`src/rtl/lcd_ctl_pkg.sv`:
```
package lcd_ctl_pkg;

  // register indices carried in the low seven bits of the header byte
  localparam logic [6:0] IDX_PIXDBL = 7'h09;
  localparam logic [6:0] IDX_LSHIFT = 7'h0B;
  localparam logic [6:0] IDX_CAMP = 7'h0C;
  localparam logic [6:0] IDX_CCTR = 7'h0D;
  localparam logic [6:0] IDX_CMDRST = 7'h0F;
  localparam logic [6:0] IDX_CONV = 7'h18;
  localparam logic [6:0] IDX_BOOST = 7'h19;

  // implemented bits of each register
  localparam logic [7:0] MASK_PIXDBL = 8'h01;
  localparam logic [7:0] MASK_LSHIFT = 8'h03;
  localparam logic [7:0] MASK_CAMP = 8'h0F;
  localparam logic [7:0] MASK_CCTR = 8'h7F;
  localparam logic [7:0] MASK_CONV = 8'h7D;
  localparam logic [7:0] MASK_BOOST = 8'h1F;

  // field positions
  localparam int DBL_BIT = 0;
  localparam int LS_GATE_BIT = 0;
  localparam int LS_DRV_BIT = 1;
  localparam int CMD_RST_BIT = 0;
  localparam int CONV_ON_BIT = 0;
  localparam int CONV_DRV_BIT = 2;
  localparam int CONV_DC2_BIT = 3;
  localparam int CONV_NEG1_BIT = 4;
  localparam int CONV_NEG2_BIT = 5;
  localparam int CONV_REG_BIT = 6;
  localparam int BST_STEP_BIT = 0;
  localparam int BST_MODE_BIT = 1;
  localparam int BST_VR_LSB = 2;
  localparam int BST_VR_MSB = 4;
  localparam int AMP_MSB = 3;
  localparam int CTR_MSB = 6;

  // serial frame: header byte (read flag + index), then data byte
  localparam logic [4:0] HDR_BITS = 5'h08;
  localparam logic [4:0] FRAME_BITS = 5'h10;
  localparam int RD_FLAG_BIT = 7;

  // pixel path
  localparam int PIX_W = 18;
  localparam logic [7:0] NUM_OUTPUTS = 8'hF4;
  localparam logic [7:0] STEP_ONE = 8'h01;
  localparam logic [7:0] STEP_TWO = 8'h02;
  localparam int LINE_W = 12;

  typedef struct packed {
    logic [7:0] pixdbl;
    logic [7:0] lshift;
    logic [7:0] camp;
    logic [7:0] cctr;
    logic [7:0] conv;
    logic [7:0] boost;
  } regs_t;

  localparam regs_t REGS_RST = '{default: 8'h00};

  typedef struct packed {
    logic converter_on;
    logic driver_booster_enable;
    logic second_output_booster_enable;
    logic first_negative_booster_enable;
    logic second_negative_booster_enable;
    logic regulator_enable;
    logic boost_step_count;
    logic boost_mode_select;
    logic [2:0] regulator_level;
  } conv_ctrl_t;

  typedef struct packed {
    logic gate_rail_first;
    logic driver_rail_first;
  } rail_sel_t;

  typedef struct packed {
    logic [3:0] amp;
    logic [6:0] center;
  } com_dac_t;

  typedef struct packed {
    logic we;
    logic pair;
    logic [7:0] pos;
    logic [PIX_W-1:0] data;
  } pix_out_t;

  typedef struct packed {
    regs_t regs;
    logic cmd_rst;
    logic scl;
    logic [4:0] cnt;
    logic [7:0] sh;
    logic [7:0] hdr;
    logic [7:0] tx;
    logic so;
    logic so_en;
    logic [7:0] pos;
    pix_out_t pix;
  } top_state_t;

  localparam top_state_t TOP_RST = '{regs: REGS_RST, default: '0};

  typedef struct packed {
    logic [LINE_W-1:0] cnt;
    logic [LINE_W-1:0] half;
    logic pend;
    logic shift;
  } gate_state_t;

  localparam gate_state_t GATE_RST = '{default: '0};

endpackage

```
`src/rtl/gate_scan.sv`:
```
`timescale 1ns/1ns
`default_nettype none
module gate_scan (
  // clock and reset
  input wire logic clk,
  input wire logic arst_n,
  input wire logic ce,
  // line timing
  input wire logic line_start,
  input wire logic dbl,
  // gate scan pulse
  output logic gate_shift
);

  lcd_ctl_pkg::gate_state_t q, d;
  localparam logic [lcd_ctl_pkg::LINE_W-1:0] CNT_MAX = '1;
  localparam logic [lcd_ctl_pkg::LINE_W-1:0] CNT_ONE = 12'h001;

  always_comb begin
    d = q;
    d.shift = 1'b0;
    if (line_start) begin
      // half of the line just ended times the second scan of the next one
      d.half = q.cnt >> 1;
      d.cnt = '0;
      d.shift = 1'b1;
      d.pend = dbl;
    end else begin
      if (q.cnt != CNT_MAX) begin
        d.cnt = q.cnt + CNT_ONE;
      end
      if (q.pend && q.cnt == q.half) begin
        d.shift = 1'b1;
        d.pend = 1'b0;
      end
    end
  end

  always_ff @(posedge clk or negedge arst_n) begin
    if (!arst_n) begin
      q <= lcd_ctl_pkg::GATE_RST;
    end else if (ce) begin
      q <= d;
    end
  end

  assign gate_shift = q.shift;

endmodule
`default_nettype wire

```
`src/rtl/lcd_ctl_regs.sv`:
```
`timescale 1ns/1ns
`default_nettype none
// Function
// - bit 0 selects normal or pixel doubling
// - doubled pixel also drives adjacent output
// - next pixel lands after the duplicate
// - doubling scans two gate lines per line
// - bit 0 picks gate group low rail
// - bit 1 picks driver group low rail
// - rail and DAC writes act at once
// - amplitude DAC code in bits 0-3
// - center DAC code in bits 0-6
// - command reset restores defaults, upper bits ignored
// - command reset bit clears itself
// - bit 0 switches whole converter
// - bits 2-5 boosters, bit 6 regulator
// - bit 0 selects double or triple step
// - bit 1 selects single or dual boost
// - bits 2-4 select regulator voltage
module lcd_ctl_regs (
  // clock, reset, enable
  input wire logic CLK,
  input wire logic ARST_N,
  input wire logic CE,
  // serial command port
  input wire logic CSB_N,
  input wire logic SCL,
  input wire logic SI,
  output logic SO,
  output logic SO_OE,
  // incoming pixel stream
  input wire logic LINE_START,
  input wire logic PIX_VALID,
  input wire logic [lcd_ctl_pkg::PIX_W-1:0] PIX_DATA,
  // driver output writes
  output lcd_ctl_pkg::pix_out_t PIX_OUT,
  // gate scan
  output logic GATE_SHIFT,
  // analog controls
  output lcd_ctl_pkg::rail_sel_t RAIL_SEL,
  output lcd_ctl_pkg::com_dac_t COM_DAC,
  output lcd_ctl_pkg::conv_ctrl_t CONV_CTRL,
  // mode status
  output logic PIXEL_DOUBLING
);

  lcd_ctl_pkg::top_state_t q, d;
  logic dbl;
  logic scl_rise;
  logic scl_fall;
  logic [7:0] rx_byte;

  function automatic logic [7:0] rd_val(
    input lcd_ctl_pkg::regs_t r,
    input logic cmd,
    input logic [6:0] idx
  );
    logic [7:0] v;
    v = 8'h00;
    case (idx)
      lcd_ctl_pkg::IDX_PIXDBL: begin
        v = r.pixdbl;
      end
      lcd_ctl_pkg::IDX_LSHIFT: begin
        v = r.lshift;
      end
      lcd_ctl_pkg::IDX_CAMP: begin
        v = r.camp;
      end
      lcd_ctl_pkg::IDX_CCTR: begin
        v = r.cctr;
      end
      lcd_ctl_pkg::IDX_CMDRST: begin
        v[lcd_ctl_pkg::CMD_RST_BIT] = cmd;
      end
      lcd_ctl_pkg::IDX_CONV: begin
        v = r.conv;
      end
      lcd_ctl_pkg::IDX_BOOST: begin
        v = r.boost;
      end
      default: begin
        v = 8'h00;
      end
    endcase
    return v;
  endfunction

  assign dbl = q.regs.pixdbl[lcd_ctl_pkg::DBL_BIT];
  assign scl_rise = SCL && !q.scl;
  assign scl_fall = !SCL && q.scl;
  assign rx_byte = {q.sh[6:0], SI};

  always_comb begin
    d = q;
    d.scl = SCL;
    d.pix.we = 1'b0;
    d.pix.pair = 1'b0;

    // pending command reset; registers restored one cycle after the write
    if (q.cmd_rst) begin
      d.regs = lcd_ctl_pkg::REGS_RST;
      d.cmd_rst = 1'b0;
    end

    // serial frame
    if (CSB_N) begin
      d.cnt = '0;
      d.so_en = 1'b0;
      d.so = 1'b0;
    end else begin
      // bits past the data byte are ignored until deselect
      if (scl_rise && q.cnt != lcd_ctl_pkg::FRAME_BITS) begin
        d.sh = rx_byte;
        d.cnt = q.cnt + 5'h01;
        if (q.cnt == lcd_ctl_pkg::HDR_BITS - 5'h01) begin
          d.hdr = rx_byte;
          d.tx = rd_val(q.regs, q.cmd_rst, rx_byte[6:0]);
        end
        if (q.cnt == lcd_ctl_pkg::FRAME_BITS - 5'h01
            && !q.hdr[lcd_ctl_pkg::RD_FLAG_BIT]) begin
          // new values drive outputs from the next edge on
          case (q.hdr[6:0])
            lcd_ctl_pkg::IDX_PIXDBL: begin
              d.regs.pixdbl = rx_byte & lcd_ctl_pkg::MASK_PIXDBL;
            end
            lcd_ctl_pkg::IDX_LSHIFT: begin
              d.regs.lshift = rx_byte & lcd_ctl_pkg::MASK_LSHIFT;
            end
            lcd_ctl_pkg::IDX_CAMP: begin
              d.regs.camp = rx_byte & lcd_ctl_pkg::MASK_CAMP;
            end
            lcd_ctl_pkg::IDX_CCTR: begin
              d.regs.cctr = rx_byte & lcd_ctl_pkg::MASK_CCTR;
            end
            lcd_ctl_pkg::IDX_CMDRST: begin
              // only bit 0 matters
              if (rx_byte[lcd_ctl_pkg::CMD_RST_BIT]) begin
                d.cmd_rst = 1'b1;
              end
            end
            lcd_ctl_pkg::IDX_CONV: begin
              // prohibited bits are dropped rather than stored
              d.regs.conv = rx_byte & lcd_ctl_pkg::MASK_CONV;
            end
            lcd_ctl_pkg::IDX_BOOST: begin
              d.regs.boost = rx_byte & lcd_ctl_pkg::MASK_BOOST;
            end
            default: begin
              d.regs = d.regs;
            end
          endcase
        end
      end
      // read data leaves on falling edges so the host samples on rising ones
      if (scl_fall && q.hdr[lcd_ctl_pkg::RD_FLAG_BIT]
          && q.cnt >= lcd_ctl_pkg::HDR_BITS
          && q.cnt < lcd_ctl_pkg::FRAME_BITS) begin
        d.so = q.tx[7];
        d.tx = {q.tx[6:0], 1'b0};
        d.so_en = 1'b1;
      end
    end

    // pixel placement
    if (LINE_START) begin
      d.pos = '0;
    end else if (PIX_VALID && q.pos < lcd_ctl_pkg::NUM_OUTPUTS) begin
      d.pix.we = 1'b1;
      d.pix.pos = q.pos;
      d.pix.data = PIX_DATA;
      // last output has no neighbour to copy into
      d.pix.pair = dbl && (q.pos < lcd_ctl_pkg::NUM_OUTPUTS - lcd_ctl_pkg::STEP_ONE);
      if (dbl) begin
        d.pos = 8'(q.pos + lcd_ctl_pkg::STEP_TWO);
      end else begin
        d.pos = 8'(q.pos + lcd_ctl_pkg::STEP_ONE);
      end
    end
  end

  always_ff @(posedge CLK or negedge ARST_N) begin
    if (!ARST_N) begin
      q <= lcd_ctl_pkg::TOP_RST;
    end else if (CE) begin
      q <= d;
    end
  end

  gate_scan u_gate (
    .clk(CLK),
    .arst_n(ARST_N),
    .ce(CE),
    .line_start(LINE_START),
    .dbl(dbl),
    .gate_shift(GATE_SHIFT)
  );

  assign SO = q.so;
  assign SO_OE = q.so_en;
  assign PIX_OUT = q.pix;
  assign PIXEL_DOUBLING = dbl;

  assign RAIL_SEL.gate_rail_first = q.regs.lshift[lcd_ctl_pkg::LS_GATE_BIT];
  assign RAIL_SEL.driver_rail_first = q.regs.lshift[lcd_ctl_pkg::LS_DRV_BIT];
  assign COM_DAC.amp = q.regs.camp[lcd_ctl_pkg::AMP_MSB:0];
  assign COM_DAC.center = q.regs.cctr[lcd_ctl_pkg::CTR_MSB:0];

  assign CONV_CTRL.converter_on = q.regs.conv[lcd_ctl_pkg::CONV_ON_BIT];
  assign CONV_CTRL.driver_booster_enable = q.regs.conv[lcd_ctl_pkg::CONV_DRV_BIT];
  assign CONV_CTRL.second_output_booster_enable = q.regs.conv[lcd_ctl_pkg::CONV_DC2_BIT];
  assign CONV_CTRL.first_negative_booster_enable = q.regs.conv[lcd_ctl_pkg::CONV_NEG1_BIT];
  assign CONV_CTRL.second_negative_booster_enable = q.regs.conv[lcd_ctl_pkg::CONV_NEG2_BIT];
  assign CONV_CTRL.regulator_enable = q.regs.conv[lcd_ctl_pkg::CONV_REG_BIT];
  assign CONV_CTRL.boost_step_count = q.regs.boost[lcd_ctl_pkg::BST_STEP_BIT];
  assign CONV_CTRL.boost_mode_select = q.regs.boost[lcd_ctl_pkg::BST_MODE_BIT];
  assign CONV_CTRL.regulator_level =
    q.regs.boost[lcd_ctl_pkg::BST_VR_MSB:lcd_ctl_pkg::BST_VR_LSB];

endmodule
`default_nettype wire

```
`config.mk`:
```
export PLATFORM = sky130hd
export DESIGN_NAME = lcd_ctl_regs
export DESIGN_NICKNAME = d
export VERILOG_FILES = /design/src/rtl/lcd_ctl_pkg.sv /design/src/rtl/gate_scan.sv /design/src/rtl/lcd_ctl_regs.sv
export SDC_FILE = /design/constraint.sdc
export NUM_CORES = 1
export LEC_CHECK = 0
export CAP_MARGIN = 5
export CORE_MARGIN = 4
export CORE_UTILIZATION = 30
export DETAILED_ROUTE_END_ITERATION = 10
export DONT_BUFFER_PORTS = 1
export GPL_TIMING_DRIVEN = 0
export PLACE_DENSITY_LB_ADDON = 0.08
export SLEW_MARGIN = 10
export SYNTH_ARGS = -nofsm -noshare
export SYNTH_HDL_FRONTEND = slang
export SYNTH_HIERARCHICAL = 1
export SYNTH_SLANG_ARGS = --single-unit
```
`constraint.sdc`:
```
create_clock -name CLK -period 2.2 [get_ports CLK]
set_clock_uncertainty 0.15 [all_clocks]
set_input_delay 0.11 -clock CLK [delete_from_list [all_inputs] [get_ports CLK]]
set_output_delay 0.11 -clock CLK [all_outputs]
set_load 0.1 [all_outputs]
```
==> impl_metrics.tcl <==
set metrics [dict create \
    synth_compound_area_share_pct 12.0 \
    netlist_top_cells_area "dfrtp_1 (51%), mux2_2 (7.1%), buf_4 (5.6%)" \
    post-dp-hpwl_mm 12.7 \
    htreeDepth 4 \
    syn_to_final_growth_pct 26.2 \
    hold_slack_ps -764 \
    synthXorXnorAreaFrac_pct 1.51 \
    grt_max_degree 142 \
    synth_seq_cells 141 \
    maxCapViolations 0 \
    max_freq_mhz 419 \
    syn-num-nets 710 \
    drc 0 \
    worst_pin_slew_ps 981 \
    path_class "reg2reg" \
    io_buffers 0 \
    setup-violations-final 17 \
    irDropWorstVdd_mv 0.411 \
    status "finished with violations" \
    yosys.area.top_type "dfrtp_1" \
    dp_slack_ps -736 \
    ios 82 \
    drive_gt1_share_pct 29.5 \
    synth_top_family_by_area "simple AND/OR/NAND/NOR gates" \
    synth.most_common_cell "dfrtp_1" \
    die_width_um 161 \
    rsz0062_at_grt "true" \
    drt_pre_antenna_iters 4 \
    root_buffer "clkbuf_16" \
    rows 55 \
    post_synth.cell_area_avg_um2 10.3 \
    cts_buffers 17 \
    grtUsageTotal_pct 14.8 \
    synth_top_area_share_pct 50.6 \
    place_congestion 0.831 \
    wire_per_inst_um 17.5 \
    fill_cells 2245 \
    hold_viol 141 \
    dpl_cell_area_um2 7400 \
    wirelength_mm 18.7 \
    min_period_ps 2390 \
    ff2ff_path_depth 7 \
    netlist_area_um2 6980 \
    grt_first_pass_wirelength_mm 30.3 \
    clkSlewWorstSetupHoldPaths_ps 60 \
    grt_pass1_vias 5264 \
    antenna_found_initial 0 \
    p_per_area_nw_per_um2 855 \
    drtIter0Drc 277 \
    netlist_top_cells_count "dfrtp_1 (141), nand2_1 (101), o21ai_0 (54)" \
    arrival_ps 2550 \
    cts_buffer_depth 2 \
    synth_edf_count 0 \
    detail-route-antenna-nets 0 \
    dieArea_um2 25800 \
    report.final.slew_viol_count 0 \
    synth_top_flop_cell "dfrtp_1" \
    start_util_pct 30.6 \
    cp.required_ps 2360 \
    violations "hold timing, setup timing" \
    ys_types 66 \
    synth-seq-area-share_pct 50.6 \
    overflow 0 \
    max_slew_margin_pct 34.6 \
    synthMuxAreaShare_pct 9.39 \
    die_y_um 161 \
    cp_max_fo 8 \
    cts_tree "built" \
    period_share_pct 109 \
    synth_simple_gate_area_share_pct 17.6 \
    async_reset_ff_share_pct 100 \
    coreArea_um2 22800 \
    nNetsFinal 775 \
    start_kind "flip-flop" \
    syn_inst 678 \
    worst_slack_ps -189 \
    clock_sinks 141 \
    synth-adder-area-share_pct 1.08 \
    hold_path_class "in2async" \
    yosysWarnings 6 \
    worstSkewPairLatency_ps 420 \
    stdcell_area_um2 8800 \
    num_vias 5170 \
    end_kind "flip-flop" \
    via_per_inst 4.84 \
    diodes 0 \
    leakagePower_nw 4.05 \
]
-- final timing paths --
kind                                     to  slack (ps)      start
worst max-delay path                 q[105]        -190      q[62]
worst min-delay path            PIX_OUT[14]        -760     ARST_N
worst max register to register       q[105]        -190      q[62]
worst min register to register        q[60]         330      q[60]
max in group asynchronous             q[46]        2380     ARST_N
min in group CLK                      q[29]          10  PIX_VALID
-- per-layer routing --
layer	track usage [%]	routed length, µm	share of wire (%)	up-vias
met3	3.54	873	4.7	18
li1	-	-	-	2466
met1	20.5	8720	47	2575
met5	0	0	0	-
met2	23.2	8800	47	111
met4	4.22	321	1.7	0
-- placed cells by master, fill, tap and decap left out, types with 4 or more instances in the layout --
cell,synthesis,layout
buf_4,52,70
clkbuf_1,21,12
nor4_1,9,5
clkbuf_16,0,17
and3_1,9,7
dfrtp_1,141,136
bufinv_16,0,5
dlygate4sd3_1,0,24
a22oi_1,6,6
clkbuf_2,0,4
nand3_1,21,18
nor2_1,21,21
a221o_1,4,4
a21oi_1,16,15
clkbuf_8,0,5
nor2b_1,11,9
and2_4,1,5
nor3_1,10,6
nand2b_1,13,13
nand2_1,101,96
mux2_2,44,44
dfrtp_2,0,4
buf_2,5,4
xor2_1,11,11
o21ai_1,1,4
and2_1,21,17
mux2i_1,13,13
nand2_2,0,5
o21ai_0,54,48
inv_1,15,13
o2bb2ai_1,8,7
a22o_1,8,8
buf_6,0,6
nand4_1,5,5
-- state kept, by name (all words and copies together) (netlist names) --
name               flops
RAIL_SEL               2
q                     61
COM_DAC               11
u_gate/gate_shift      1
CONV_CTRL             11
SO_OE                  1
SO                     1
PIXEL_DOUBLING         1
u_gate/q              24
PIX_OUT               28
-- logic make-up (layout without fill, tap and decap cells) --
family / after synthesis / in the layout
compound gates: 126 / 126
xor+xnor: 12 / 12
fa+ha+maj: 6 / 6
buf+inv: 93 / 171
flops: 141 / 141
mux: 59 / 59
simple gates: 241 / 241
-- cell type report --
type,instances,area (µm²),area share [%]
clock inverter,10,184,2.09
clock buffer,22,484,5.50
tap,313,392,4.45
buffer,75,513,5.83
inverter,15,56.3,0.639
timing repair buffer,49,465,5.29
multi-input combinational,444,3170,36.0
sequential,141,3540,40.2
-- worst max-delay path, stage by stage, from the launching register on --
cell and delay (ps):
dfrtp_2 410, inv_2 60, ha_4 150, and4bb_2 230
or4_4 430, or4_4 440, a21o_4 250, and2_1 150
-- power by group --
group          switching, mW  total, mW  internal (mW)
Combinational          0.938       1.31          0.376
Sequential             0.179       2.94           2.76
Clock                   1.14       3.28           2.13
-- what timing repair did --
item,in CTS,in global routing
resized for setup,34,50
buffers inserted,10,14
endpoints found under the hold margin,171,153
pin swaps,5,13
hold buffers,22,2
setup endpoints to repair,98,77
cloned,1,0
-- metrics by stage --
step           util, %  instances  power [mW]  TNS (ps)  hold WS [ps]
5_1_grt           38.7       1069        7.83     -3940          -794
2_1_floorplan        -        678        4.01      -533          -336
3_5_place_dp      32.5        991        4.21    -30660          -331
4_1_cts           37.4       1055        7.58     -2690          -784
6_report          38.7       1069        7.53     -1770          -764
3_3_place_gp      32.5        991        4.20    -30600          -330
Power figures use the tool's default switching activity.
